**config.mk**
```make
export PLATFORM = sky130hd
export DESIGN_NAME = pdt_ctrl
export DESIGN_NICKNAME = d
export VERILOG_FILES = /design/src/verilog/pdt_pkg.sv /design/src/verilog/pdt_decode.sv /design/src/verilog/pdt_ctrl.sv
export SDC_FILE = /design/constraint.sdc
export NUM_CORES = 1
export LEC_CHECK = 0
export ABC_CLOCK_PERIOD_IN_PS = 8300
export CAP_MARGIN = 20
export CORE_MARGIN = 3
export CORE_UTILIZATION = 45
export DETAILED_ROUTE_END_ITERATION = 6
export DONT_BUFFER_PORTS = 1
export PLACE_DENSITY = 0.67
export RECOVER_POWER = 50
export SYNTH_ARGS = -nofsm -noshare
export SYNTH_HDL_FRONTEND = slang
export SYNTH_SLANG_ARGS = --single-unit
export TNS_END_PERCENT = 100
```
**constraint.sdc**
```tcl
create_clock -name i_clk -period 8.3 [get_ports i_clk]
set_input_delay 1.66 -clock i_clk [delete_from_list [all_inputs] [get_ports i_clk]]
set_output_delay 1.66 -clock i_clk [all_outputs]
set_load 0.1 [all_outputs]
```
**src/verilog/pdt_pkg.sv**
```systemverilog
package pdt_pkg;
    // wait-state and timing field widths, in bits
    localparam int HIT_WS_W = 2;
    localparam int MISS_WS_W = 2;
    localparam int PRE_W = 2;
    localparam int CAS_W = 2;
    localparam int MUX_W = 3;
    localparam int ROM_WS_W = 4;
    localparam int CNT_W = 5;
    // reset values: predecessor fixed timing and map
    localparam logic [1:0] HIT_WS_RST = 2'h0;
    localparam logic [1:0] MISS_WS_RST = 2'h1;
    localparam logic [1:0] PRE_RST = 2'h1;
    localparam logic [1:0] CAS_RST = 2'h1;
    localparam logic [2:0] MUX_RST = 3'h2;
    localparam logic [3:0] ROM_WS_RST = 4'h1;
    localparam logic [2:0] MEM_EN_RST = 3'h5;
    localparam logic [5:0] ROM_LO_RST = 6'h38;
    localparam int PRE_BASE = 2;
    localparam int MISS_BASE = 1;
    localparam int ROM_BASE = 1;
    localparam int ROM_WS_MAX = 9;
    // address map
    localparam logic [31:0] SHADOW_LO = 32'h000a_0000;
    localparam logic [31:0] SHADOW_HI = 32'h000f_ffff;
    localparam int SHADOW_BLK_SH = 14;
    localparam int SHADOW_BLKS = 24;
    localparam int MEM_STEP_SH = 17;
    localparam int ROM_STEP_SH = 14;
    localparam logic [31:0] SPLIT_BASE = 32'h0008_0000;
    localparam logic [31:0] SPLIT_HIGH = 32'h0010_0000;
    localparam int ROW_LSB = 11;
    localparam int ROW_W = 10;

    typedef struct packed {
        logic [1:0] hit_ws;
        logic [1:0] miss_ws;
        logic miss_wr_less;
        logic [1:0] pre;
        logic [1:0] cas_hit;
        logic [1:0] cas_rd_miss;
        logic [1:0] cas_wr_miss;
        logic [2:0] mux_half;
        logic [1:0] ilv_mode;
        logic stagger_en;
        logic pipe_en;
        logic [2:0] mem_en_blocks;
        logic split_en;
        logic [5:0] rom_lo_blk;
        logic [3:0] rom_ws;
        logic [SHADOW_BLKS-1:0] shadow_en;
        logic [SHADOW_BLKS-1:0] shadow_wp;
        logic enhanced;
    } pdt_cfg_t;

    typedef struct packed {
        logic ads;
        logic [31:0] addr;
        logic wr;
        logic mio;
    } pdt_cyc_t;

    typedef enum logic [6:0] {
        ST_IDLE = 7'h01,
        ST_PRE = 7'h02,
        ST_ROW = 7'h04,
        ST_CAS = 7'h08,
        ST_WAIT = 7'h10,
        ST_ROM = 7'h20,
        ST_REF = 7'h40
    } pdt_state_t;
endpackage

```
**src/verilog/pdt_decode.sv**
```systemverilog
`timescale 1ns/1ps
`default_nettype none
module pdt_decode (
    input wire pdt_pkg::pdt_cfg_t i_cfg,
    input wire logic [31:0] i_addr,
    input wire logic i_wr,
    output logic o_local,
    output logic o_rom
);
    logic [31:0] a;
    logic shadow_area;
    logic [4:0] blk;
    logic rom_area;
    always_comb begin
        a = i_addr;
        if (i_cfg.split_en && a >= pdt_pkg::SPLIT_BASE
                && a < pdt_pkg::SPLIT_HIGH) begin
            a = a + pdt_pkg::SPLIT_BASE;
        end
        // the split moves 512K-1M above 1M, so decode the moved address
        shadow_area = (a >= pdt_pkg::SHADOW_LO)
            && (a <= pdt_pkg::SHADOW_HI);
        blk = 5'((a - pdt_pkg::SHADOW_LO) >> pdt_pkg::SHADOW_BLK_SH);
        rom_area = shadow_area
            && a[19:14] >= i_cfg.rom_lo_blk;
        o_rom = 1'b0;
        o_local = 1'b0;
        if (shadow_area) begin
            if (i_cfg.shadow_en[blk]) begin
                o_local = !(i_wr && i_cfg.shadow_wp[blk]);
            end else begin
                o_rom = rom_area && !i_wr;
            end
        end else if (a < pdt_pkg::SHADOW_LO) begin
            o_local = 32'(a >> pdt_pkg::MEM_STEP_SH)
                < 32'(i_cfg.mem_en_blocks);
        end else begin
            o_local = 1'b1;
        end
    end
endmodule
`default_nettype wire

```
**src/verilog/pdt_ctrl.sv**
```systemverilog
`timescale 1ns/1ps
`default_nettype none
module pdt_ctrl #(
    parameter int BANKS = 4
) (
    input wire logic i_clk,
    input wire logic i_rst_n,
    input wire pdt_pkg::pdt_cfg_t i_cfg,
    input wire logic i_cfg_we,
    input wire pdt_pkg::pdt_cyc_t i_cyc,
    input wire logic i_refresh,
    output logic [BANKS-1:0] o_ras_n,
    output logic o_cas_n,
    output logic [9:0] o_ma,
    output logic o_rdy_n,
    output logic o_na_n,
    output logic o_rom_cs_n,
    output logic o_sysbus
);
    typedef struct packed {
        pdt_pkg::pdt_state_t st;
        pdt_pkg::pdt_cfg_t cfg;
        logic [pdt_pkg::CNT_W-1:0] cnt;
        logic [pdt_pkg::CNT_W-1:0] ws;
        logic [BANKS-1:0][pdt_pkg::ROW_W-1:0] row;
        logic [BANKS-1:0] open;
        logic [1:0] bank;
        logic wr;
        logic [31:0] addr;
        logic [BANKS-1:0] ras_n;
        logic cas_n;
        logic [9:0] ma;
        logic rdy_n;
        logic na_n;
        logic rom_cs_n;
        logic sysbus;
        logic [1:0] ref_i;
    } st_t;
    st_t q, d;
    logic dec_local, dec_rom;

    pdt_decode u_dec (
        .i_cfg(q.cfg),
        .i_addr(i_cyc.addr),
        .i_wr(i_cyc.wr),
        .o_local(dec_local),
        .o_rom(dec_rom)
    );

    function automatic logic [1:0] bank_of(input logic [31:0] a,
            input logic [1:0] mode);
        case (mode)
            2'h1: bank_of = {1'b0, a[pdt_pkg::ROW_LSB]};
            2'h2: bank_of = a[pdt_pkg::ROW_LSB+1:pdt_pkg::ROW_LSB];
            default: bank_of = 2'h0;
        endcase
    endfunction

    function automatic logic [pdt_pkg::ROW_W-1:0] row_of(
            input logic [31:0] a, input logic [1:0] mode);
        logic [31:0] s;
        s = a >> (pdt_pkg::ROW_LSB + 32'(mode));
        row_of = s[pdt_pkg::ROW_W-1:0];
    endfunction

    always_comb begin
        logic [1:0] bk;
        logic [pdt_pkg::CNT_W-1:0] miss_ws;
        logic [3:0] rom_c;
        bk = bank_of(i_cyc.addr, q.cfg.ilv_mode);
        rom_c = q.cfg.rom_ws;
        if (rom_c > 4'(pdt_pkg::ROM_WS_MAX)) begin
            rom_c = 4'(pdt_pkg::ROM_WS_MAX);
        end
        miss_ws = 5'(q.cfg.miss_ws) + 5'(pdt_pkg::MISS_BASE);
        if (i_cyc.wr && q.cfg.miss_wr_less) begin
            miss_ws = miss_ws - 5'h1;
        end
        if (miss_ws == 5'h0) begin
            miss_ws = 5'h1;
        end
        d = q;
        d.rdy_n = 1'b1;
        d.sysbus = 1'b0;
        if (i_cfg_we) begin
            d.cfg = i_cfg;
        end
        if (!d.cfg.enhanced) begin
            d.cfg.ilv_mode = 2'h0;
        end
        if (q.cnt != 5'h0) begin
            d.cnt = q.cnt - 5'h1;
        end
        case (q.st)
            pdt_pkg::ST_IDLE: begin
                d.cas_n = 1'b1;
                d.rom_cs_n = 1'b1;
                d.na_n = 1'b1;
                if (i_refresh) begin
                    d.st = pdt_pkg::ST_REF;
                    d.open = '0;
                    d.ref_i = 2'h0;
                    d.cnt = 5'(q.cfg.pre) + 5'(pdt_pkg::PRE_BASE);
                    // open pages precharge first, else no refresh edge
                    d.ras_n = '1;
                end else if (i_cyc.ads && i_cyc.mio) begin
                    d.addr = i_cyc.addr;
                    d.wr = i_cyc.wr;
                    d.bank = bk;
                    if (dec_rom) begin
                        d.st = pdt_pkg::ST_ROM;
                        d.rom_cs_n = 1'b0;
                        d.cnt = 5'(rom_c) + 5'(pdt_pkg::ROM_BASE);
                    end else if (!dec_local) begin
                        d.sysbus = 1'b1;
                    end else if (q.open[bk] && q.row[bk]
                            == row_of(i_cyc.addr, q.cfg.ilv_mode)) begin
                        d.st = pdt_pkg::ST_CAS;
                        d.cnt = 5'(q.cfg.cas_hit);
                        d.ws = 5'(q.cfg.hit_ws);
                    end else begin
                        d.st = pdt_pkg::ST_PRE;
                        d.ras_n[bk] = 1'b1;
                        d.cnt = 5'(q.cfg.pre) + 5'(pdt_pkg::PRE_BASE);
                        d.ws = miss_ws;
                    end
                end
            end
            pdt_pkg::ST_PRE: begin
                d.ma = row_of(q.addr, q.cfg.ilv_mode);
                if (q.cnt <= 5'h1) begin
                    d.st = pdt_pkg::ST_ROW;
                    d.ras_n[q.bank] = 1'b0;
                    d.open[q.bank] = 1'b1;
                    d.row[q.bank] = row_of(q.addr, q.cfg.ilv_mode);
                    // whole-cycle approximation of half-step delay
                    d.cnt = 5'(q.cfg.mux_half >> 1);
                end
            end
            pdt_pkg::ST_ROW: begin
                if (q.cnt == 5'h0) begin
                    d.ma = q.addr[10:1];
                    d.st = pdt_pkg::ST_CAS;
                    d.cnt = 5'(q.wr ? q.cfg.cas_wr_miss
                        : q.cfg.cas_rd_miss);
                end
            end
            pdt_pkg::ST_CAS: begin
                d.ma = q.addr[10:1];
                if (q.cnt == 5'h0) begin
                    d.cas_n = 1'b0;
                    d.st = pdt_pkg::ST_WAIT;
                    d.cnt = q.ws;
                end
            end
            pdt_pkg::ST_WAIT: begin
                d.na_n = !(q.cfg.pipe_en && q.cnt <= 5'h1);
                if (q.cnt == 5'h0) begin
                    d.rdy_n = 1'b0;
                    d.cas_n = 1'b1;
                    d.st = pdt_pkg::ST_IDLE;
                end
            end
            pdt_pkg::ST_ROM: begin
                if (q.cnt == 5'h0) begin
                    d.rdy_n = 1'b0;
                    d.rom_cs_n = 1'b1;
                    d.st = pdt_pkg::ST_IDLE;
                end
            end
            pdt_pkg::ST_REF: begin
                if (q.cnt == 5'h0) begin
                    if (&q.ras_n) begin
                        d.ras_n = q.cfg.stagger_en ? ~BANKS'(1) : '0;
                        d.cnt = 5'(q.cfg.pre) + 5'(pdt_pkg::PRE_BASE);
                    end else if (q.cfg.stagger_en
                            && q.ref_i != 2'(BANKS - 1)) begin
                        d.ref_i = q.ref_i + 2'h1;
                        d.ras_n = ~(BANKS'(1) << (q.ref_i + 2'h1));
                        d.cnt = 5'(q.cfg.pre) + 5'(pdt_pkg::PRE_BASE);
                    end else begin
                        d.ras_n = '1;
                        d.st = pdt_pkg::ST_IDLE;
                    end
                end
            end
            default: d.st = pdt_pkg::ST_IDLE;
        endcase
    end

    always_ff @(posedge i_clk) begin
        if (!i_rst_n) begin
            q <= '0;
            q.st <= pdt_pkg::ST_IDLE;
            q.cfg.hit_ws <= pdt_pkg::HIT_WS_RST;
            q.cfg.miss_ws <= pdt_pkg::MISS_WS_RST;
            q.cfg.pre <= pdt_pkg::PRE_RST;
            q.cfg.cas_hit <= pdt_pkg::CAS_RST;
            q.cfg.cas_rd_miss <= pdt_pkg::CAS_RST;
            q.cfg.cas_wr_miss <= pdt_pkg::CAS_RST;
            q.cfg.mux_half <= pdt_pkg::MUX_RST;
            q.cfg.rom_ws <= pdt_pkg::ROM_WS_RST;
            q.cfg.mem_en_blocks <= pdt_pkg::MEM_EN_RST;
            q.cfg.pipe_en <= 1'b1;
            q.cfg.rom_lo_blk <= pdt_pkg::ROM_LO_RST;
            q.ras_n <= '1;
            q.cas_n <= 1'b1;
            q.rdy_n <= 1'b1;
            q.na_n <= 1'b1;
            q.rom_cs_n <= 1'b1;
        end else begin
            q <= d;
        end
    end

    assign o_ras_n = q.ras_n;
    assign o_cas_n = q.cas_n;
    assign o_ma = q.ma;
    assign o_rdy_n = q.rdy_n;
    assign o_na_n = q.na_n;
    assign o_rom_cs_n = q.rom_cs_n;
    assign o_sysbus = q.sysbus;
endmodule
`default_nettype wire

```
* Word level (Yosys, flattened, before mapping)
Cells that the tools add are included.
** Storage, ports and cells
- Input port bits :: 122
- Register bits after elaboration :: 200
- Output and inout port bits :: 19
- Word-level logic and storage cells :: 227
** Operators by class
- $lt $le $gt $ge :: 14
- Eq/ne operators :: 27
- Bitwise gates (word level) :: 10
- Shift-type cells :: 3
- Multiplexer cells :: 86
- Reduce and logical (&&, ||, !) cells :: 41
- Add/subtract/negate cells :: 9
** Operators by type and width (number)
- $mux W7 :: 11
- $ge A32 B20 Y1 const B :: 2
- $shr A32 B5 Y10 :: 2
- $mux W5 :: 12
- $mux W4 :: 14
- $mux W10 :: 5
- $pmux W7 S6 :: 1
- $bwmux W40 :: 1
- $add A32 B20 Y32 const B :: 1
- $le A32 B20 Y1 const B :: 1
- $lt A32 B20 Y1 const B :: 1
- $lt A32 B21 Y1 const B :: 1
- $mux W32 :: 1
- $pmux W10 S3 :: 1
- $pmux W5 S5 :: 1
- $ne A2 B2 Y1 const B :: 11
- $bmux W10 S2 :: 1
- $demux W10 S2 :: 1
- $sub A19 B18 Y19 const B :: 1
- $mux W1 :: 17
- $lt A15 B3 Y1 :: 1
- $mux W2 :: 7
- $logic_and A1 B1 Y1 :: 13
- $ne A3 B3 Y1 const B :: 4
- 52 further kinds :: 79

* Logic depth before layout (Yosys ltp)
Gate-level depths: netlist of run 1.
- Depth in word-level cells :: 16
- Gate-level depth with buffers :: 15

* By module
From an unflattened synthesis of run 1, not the netlist that was laid out.
** Unflattened totals
- Cell total of the unflattened synthesis :: 1065
- Area total of the unflattened synthesis :: 10014.6 µm²
** By module, submodules not included
- pdt_ctrl :: instances 1, cells an instance 972, area an instance 9233.9 µm²
- pdt_decode :: instances 1, cells an instance 93, area an instance 780.7 µm²

* Worst setup path after synthesis of run 1
OpenSTA, ideal clock, no wires.
- Path kind :: input to register
- From :: in i_cyc[16] (netlist bit)
- To :: reg q (netlist bit o_ras_n[1])
- Setup time :: 0.123 ns
- Path buffers :: 3
- Data arrival time :: 3.762 ns
- Data required time :: 8.177 ns
- Stages on the path :: 10
- Setup slack :: 4.414 ns
- Path through :: buf_6 -> buf_6 -> buf_6 -> mux4_2 -> xnor2_1 -> nand4_1 -> nor4_4 -> o21ai_1 -> nand2_1 -> mux2_1
** On the way
- Cells in the longest elaborated chain, start to end :: 13
** RTL lines
- start: declaration :: line pdt_ctrl.sv:10 : input wire pdt_pkg::pdt_cyc_t i_cyc,
- $ge A32 B20 Y1 :: line pdt_decode.sv:16 : if (i_cfg.split_en && a >= pdt_pkg::SPLIT_BASE
- $logic_and A1 B1 Y1 :: line pdt_decode.sv:16
- $logic_and A1 B1 Y1 :: line pdt_decode.sv:17 : && a < pdt_pkg::SPLIT_HIGH) begin
- $mux W32 :: line pdt_decode.sv:16
- $sub A19 B18 Y19 :: line pdt_decode.sv:23 : blk = 5'((a - pdt_pkg::SHADOW_LO) >> pdt_pkg::SHADOW_BLK_SH);
- $bmux W1 S5 :: line pdt_decode.sv:30 : o_local = !(i_wr && i_cfg.shadow_wp[blk]);
- $mux W1 (not written as such) :: line pdt_decode.sv:30
- $logic_and A1 B1 Y1 :: line pdt_decode.sv:30
- $logic_not A1 Y1 :: line pdt_decode.sv:30
- $mux W1 :: line pdt_decode.sv:29 : if (i_cfg.shadow_en[blk]) begin
- $mux W1 :: line pdt_decode.sv:28 : if (shadow_area) begin
- $ne A3 B3 Y1 (no source line)
- $reduce_and A7 Y1 (no source line) *
- end: declaration :: line pdt_ctrl.sv:39 : st_t q, d;
Mark *: on every way between the ends. The rest lies on a longest branch, timed or not. The select of a mux whose other input is x is not followed.
A chain may end at the register's enable or synchronous reset.

==> reports/metrics.yaml, run 1 <==
final_layout:
  fill_cells: 1999
  layout.cells.non_filler: 1314
  final_core_util_pct: 48.9
  layout-drive-gt1-share_pct: 8.28
  antennaDiodeCount: 0
  layout.nets: 1171
  area_growth_syn_to_layout_pct: 6.44
clock_tree:
  htreeDepth: 4
  cts_tree: "done"
  clock-sinks: 189
  cts_buffer_depth: 2
  path_clk_slew_ns: 0.07
  clockRootBuffer: "clkbuf_16"
  clock_latency_ns: 0.44
  cts_hold_buf: 0
  numCtsBuffers: 17
  cts_resized: 0
  post-cts-setup-buffers: 0
logic_synthesis:
  netlist_top_cells_count: "dfxtp_1, nor2_1, mux2i_1, nand2_1, a21oi_1"
  synth_most_common_cell: "dfxtp_1"
  netlist_area_um2: 9700
  synth.avg_cell_area_um2: 8.98
  yosys-top-cells-area: "dfxtp_1, mux2i_1, mux4_2, nor2_1, nand2_1"
  synth_top_area_cell: "dfxtp_1"
  ys_seq_elements: 189
  synth.distinct_cells: 66
  synthCells: 1080
  syn_nets: 1225
  synth_edf_count: 0
  yosysTopAreaCellShare_pct: 39.0
  yosysSeqAreaShare_pct: 39.0
  ys_warn_count: 0
  async_flop_share_pct: 0
  ys.flop_type: "dfxtp_1"
outcome:
  outcome: "finished, violations left"
  violations: "max-capacitance violations, max-slew violations"
routing:
  first_iter_violations: 550
  drt-vias-per-instance: 5.70
  wire_per_inst_um: 18.3
  postRouteAntennaNets: 0
  vias: 7495
  drt-total-wl_um: 24100
  drtPass1Iterations: 4
  drcViolationCount: 0
worst_setup_path:
  critical_path_class: "input port to register"
  critPathLaunch: "i_rst_n"
  critPathTopFamily: "buffers and inverters"
  cp_cell_sequence: "clkinvlp_2 > buf_4 > or4_1 > o31ai_1"
  r2r_start: "q[175]"
  cp.required_ns: 8.64
  critPathBufInv: 2
  slowest_delay_ns: 1.63
  endpoint_kind: "register"
  cp_max_fo: 90
  cpMaxStageDelayCell: "clkinvlp_2"
  cp.arrival_ns: 5.22
  cp-start-kind: "input port"
global_routing:
  grt_usage_pct: 20.3
  antenna_found_initial: 1
  grt_max_degree: 91
  grt_pass1_wl_um: 38900
  grt_pass1_vias: 7214
  grt-ovfl-total: 0
sta:
  slew_violations: 65
  setup_viol: 0
  fin_ws_ns: 3.42
  max_freq_mhz: 205
  hold_viol: 0
  worst_pin_slew_ns: 2.20
  rsz0062_at_grt: "false"
  period_share_pct: 58.8
  fin_skew_ns: 0.0153
  tns_ns: 0
  max_slew_margin_pct: -47.8
  min_period_ns: 4.88
power:
  p_seq_share_pct: 46.4
  switchingPower_w: 0.000682
  leakage_nw: 3.80
  p_clk_share_pct: 37.1
  p_int_w: 0.00150
  ir_drop_mv: 0.147
  p_per_area_nw_per_um2: 211
  power_frac_comb_pct: 16.5
  switching_share_pct: 31.2
floorplanning:
  pin_count: 141
  rows: 53
  core_area_um2: 21100
  dieArea_um2: 23300
  die_h_um: 153
  start_util_pct: 46.0
  fp.dieW_um: 153
placed_design:
  routabilityCongestion: 0.879
  place_inst: 1282
  dp_slack_ns: 3.44
  numPortBuffers: 0
  place_hpwl_um: 16900
worst_hold_path:
  worstHoldStart: "q[96]"
  hp-class: "register to register"
flow_run:
  cap_violations: 1
per-layer routing:
metal  track usage (%)  vias up  share of wire (%)
li1                  -     3718                  -
met1              26.8     3560                 44
met2              32.6      192                 47
met3              6.31       23                7.5
met4              5.39        2                1.3
met5                 0        -              0.054
through the flow:
step           power, W  hold slack, ns  instance area (µm²)
6_report        0.00218           0.455                10300
5_1_grt         0.00228           0.471                10300
4_1_cts         0.00219           0.455                10300
3_5_place_dp    0.00139           0.446                 9750
3_3_place_gp    0.00138           0.441                 9730
2_1_floorplan   0.00133           0.423                 9700
sequential cells by signal (all words and copies together), names as in the netlist:
register / flops
o_ma: 10
o_rdy_n: 1
o_cas_n: 1
o_rom_cs_n: 1
o_na_n: 1
q: 170
o_ras_n: 4
o_sysbus: 1
worst min-delay path, cell delays in order (launching register included):
cell     delay (ns)
dfxtp_1        0.31
nand2_1        0.05
a21oi_1        0.05
kinds of logic after synthesis:
logic type,share of synthesized area (%)
and+or+nand+nor,17.3
AOI/OAI and AO/OA,12.9
DFF,39.0
muxes,21.0
buffers and inverters,5.45
adders and majority gates,2.97
xor gates and xnor gates,1.45
cells in the final DEF, fill, tap and decap left out, types with 4 or more instances in the layout:
cell type and count:
nand4_1 5, nand4b_1 4, inv_1 32, o221ai_1 10, nand2b_1 14, nand2_1 122
mux4_2 29, a21oi_1 63, nor3_1 12, nor3b_1 5, or2_2 5, clkbuf_16 17
inv_6 7, ha_1 23, o21ai_0 29, a211oi_1 17, nor2_1 153, a31oi_1 8
dfxtp_1 189, nand3_1 16, nor2b_1 14, mux2i_1 129, and3_1 5, mux2_1 4
xnor2_1 13, o211ai_1 24, nor4_1 7, clkinv_8 4, buf_4 8, o22ai_1 4
mux2_2 4
final timing paths:
| path | end | slack (ns) | cells past startpoint |
|---|---|---|---|
| max reg2reg | o_ras_n[2] | 4.30 | 11 |
| min reg2reg | q[96] | 0.46 | 2 |
| max | q[194] | 3.42 | 4 |
| min | q[96] | 0.46 | 2 |
final cells by class:
cell class                 instances  area (µm²)  share of cell area [%]
sequential                       189        3780                    36.7
multi-input combinational        774        5400                    52.3
tap                              275         344                    3.33
clock inverter                    15         164                    1.59
inverter                          33         125                    1.21
timing repair buffer              11        78.8                   0.764
clock buffer                      17         425                    4.12
power by group through the flow:
stage	sequential (W)	combinational (W)	clock (W)
2_1_floorplan	0.000992	0.000338	0
3_3_place_gp	0.00103	0.000349	0
3_5_place_dp	0.00103	0.000352	0
4_1_cts	0.00101	0.000357	0.000824
5_1_grt	0.00102	0.000402	0.000864
6_report	0.00101	0.000361	0.000810
Power figures use the tool's default switching activity.
==> inputs of run 2 (changes only) <==
--- a/config.mk
+++ b/config.mk
@@ -5,13 +5,13 @@
 export SDC_FILE = /design/constraint.sdc
 export NUM_CORES = 1
 export LEC_CHECK = 0
-export ABC_CLOCK_PERIOD_IN_PS = 8300
+export ABC_CLOCK_PERIOD_IN_PS = 4100
 export CAP_MARGIN = 20
 export CORE_MARGIN = 3
 export CORE_UTILIZATION = 45
 export DETAILED_ROUTE_END_ITERATION = 6
 export DONT_BUFFER_PORTS = 1
-export PLACE_DENSITY = 0.67
+export PLACE_DENSITY = 0.69
 export RECOVER_POWER = 50
 export SYNTH_ARGS = -nofsm -noshare
 export SYNTH_HDL_FRONTEND = slang
==> constraint.sdc (replaced) <==
create_clock -name i_clk -period 4.1 [get_ports i_clk]
set_input_delay 0.82 -clock i_clk [delete_from_list [all_inputs] [get_ports i_clk]]
set_output_delay 0.82 -clock i_clk [all_outputs]
set_load 0.1 [all_outputs]
==> reports/metrics.yaml, run 2 (synthesis results as in run 1) <==
global_routing:
  grt_usage_pct: 20.8  # +0.44 points
  grt-ovfl-total: 0  # unchanged
  grt_pass1_vias: 7510  # +4.1%
  antenna_found_initial: 0  # -1
  grt_max_degree: 89  # -2.2%
  grt_pass1_wl_um: 39500  # +1.6%
outcome:
  violations: "max-capacitance violations, max-slew violations"
  outcome: "finished, violations left"
floorplanning:
  pin_count: 141  # unchanged
  start_util_pct: 46.0  # unchanged
  fp.dieW_um: 153  # unchanged
  die_h_um: 153  # unchanged
  dieArea_um2: 23300  # unchanged
  core_area_um2: 21100  # unchanged
  rows: 53  # unchanged
routing:
  drtPass1Iterations: 5  # +1
  drcViolationCount: 0  # unchanged
  drt-total-wl_um: 24700  # +2.3%
  wire_per_inst_um: 18.6  # +1.1%
  drt-vias-per-instance: 5.79  # +1.4%
  vias: 7689  # +2.6%
  postRouteAntennaNets: 0  # unchanged
  first_iter_violations: 559  # +1.6%
worst_setup_path:
  cpMostUsedCell: "buf_4"
  timing.rr.end: "o_ras_n[2]"
  cp.arrival_ns: 3.68  # -1.54 ns
  cpMaxStageDelayCell: "a21oi_2"
  critical_path_class: "register to register"
  cp_cell_sequence: "buf_4 > ha_1 > nor2_1 > a21oi_2 > o221ai_1 > xnor2_1 > nand4_1 > nor4_4 > buf_4 > o21ai_1 > nand2_1 > mux2_1"
  slowest_delay_ns: 0.47  # -1.16 ns
  endpoint_kind: "register"
  cp_max_fo: 22  # -76%
  cp-start-kind: "register"
  reg2regPathDepth: 12  # +1
  r2r_start: "q[175]"
  cp.required_ns: 4.43  # -4.21 ns
  rrSetupSlack_ns: 0.75  # -3.55 ns
clock_tree:
  htreeDepth: 4  # unchanged
  post-cts-setup-buffers: 0  # unchanged
  clock_latency_ns: 0.44  # about the same
  cts_buffer_depth: 2  # unchanged
  cts_tree: "done"
  path_clk_slew_ns: 0.08  # about the same
  clockRootBuffer: "clkbuf_16"
  cts_hold_buf: 0  # unchanged
  clock-sinks: 189  # unchanged
  cts_resized: 0  # unchanged
  numCtsBuffers: 17  # unchanged
power:
  p_clk_share_pct: 38.0  # +0.9 points
  leakage_nw: 3.88  # +2.1%
  switching_share_pct: 31.0  # -0.27 points
  power_frac_comb_pct: 16.8  # +0.3 points
  switchingPower_w: 0.00139  # +100%
  p_per_area_nw_per_um2: 431  # +100%
  p_int_w: 0.00311  # +110%
  p_seq_share_pct: 45.2  # -1.2 points
  ir_drop_mv: 0.272  # +85%
worst_hold_path:
  hp-class: "register to register"
  hold_path_end: "q[96]"
  holdPathStages: 2  # unchanged
  worstHoldStart: "q[96]"
final_layout:
  layout.nets: 1186  # +1.3%
  layout_common_cells: "dfxtp_1, nor2_1, mux2i_1, nand2_1, a21oi_1"
  layout-drive-gt1-share_pct: 9.30  # +1.0 points
  largest_reg_flops: 170  # unchanged
  fill_cells: 1982  # -0.85%
  antennaDiodeCount: 0  # unchanged
  final_common_cell: "dfxtp_1"
  area_growth_syn_to_layout_pct: 7.81
  seqCellArea_um2: 3780  # unchanged
  multi_input_area_um2: 5410  # about the same
  layout.cells.non_filler: 1329  # +1.1%
  regMostFlops: "q"
sta:
  rsz0062_at_grt: "false"
  slew_violations: 49  # -25%
  min_period_ns: 3.35
  max_slew_margin_pct: -44.7  # +3.1 points
  period_share_pct: 81.6
  fin_skew_ns: 0.0145  # -0.000801 ns
  worst_pin_slew_ns: 2.17  # -0.0341 ns
  hold_viol: 0  # unchanged
  tns_ns: 0  # unchanged
  max_freq_mhz: 299
  setup_viol: 0  # unchanged
placed_design:
  numPortBuffers: 0  # unchanged
  place_hpwl_um: 17300  # +2.5%
  routabilityCongestion: 0.859  # -2.3%
  place_inst: 1297  # +1.2%
flow_run:
  cap_violations: 1  # unchanged
## run 2: stage by stage
step	hold WS (ns)	instance area (µm²)	setup slack (ns)	total power [W]	utilization (%)
2_1_floorplan	0.423	9700	0.306	0.00269	-
3_3_place_gp	0.441	9850	0.735	0.00280	46.7
3_5_place_dp	0.447	9850	0.748	0.00282	46.7
4_1_cts	0.438	10500	0.788	0.00452	49.7
5_1_grt	0.429	10500	0.470	0.00469	49.6
6_report	0.457	10500	0.753	0.00450	49.6
## run 2: worst max path at each step
stage | start | to | slack [ns] | cells after the start
after floorplan | q[175] | o_ras_n[1] | 0.31 | 14
after global placement | i_cyc[20] | o_ras_n[1] | 0.73 | 13
after detailed placement | i_cyc[30] | q[106] | 0.75 | 11
after CTS | q[175] | o_ras_n[2] | 0.79 | 12
after global routing | q[175] | o_ras_n[3] | 0.47 | 12
final | q[175] | o_ras_n[2] | 0.75 | 12
## run 2: critical path: cells and delay by family, from the launching register on
family | cells | cell delay, ns
xor gates and xnor gates | 1 | 0.26
DFF | 1 | 0.33
muxes | 1 | 0.35
buffers and inverters | 2 | 0.58
and+or+nand+nor | 4 | 0.71
AOI/OAI and AO/OA | 3 | 0.79
adders and majority gates | 1 | 0.23
## run 2: area by class of cell
cell class              instances  share of cell area (%)
well taps                     275                    3.29
flip-flops and latches        189                    36.2
multi-input cells             774                    51.7
repair buffers                 26                    1.65
inverters                      33                    1.21
clock inverters                15                    1.88
clock buffers                  17                    4.07
## run 2: routing by layer
| metal | vias to the layer above | share of wire (%) | GRT usage (%) |
|---|---|---|---|
| met3 | 24 | 8.4 | 7.02 |
| met1 | 3673 | 44 | 26.9 |
| met5 | - | 0 | 0 |
| met2 | 251 | 46 | 33.2 |
| li1 | 3741 | - | - |
| met4 | 0 | 1.6 | 5.98 |
## run 2: power by group through the flow
stage                     clock (W)  sequential (W)  combinational (W)
after floorplan                   0         0.00201           0.000684
after global placement            0         0.00207           0.000731
after detailed placement          0         0.00208           0.000746
after CTS                   0.00173         0.00203           0.000753
after global routing        0.00181         0.00205           0.000839
final                       0.00171         0.00204           0.000757
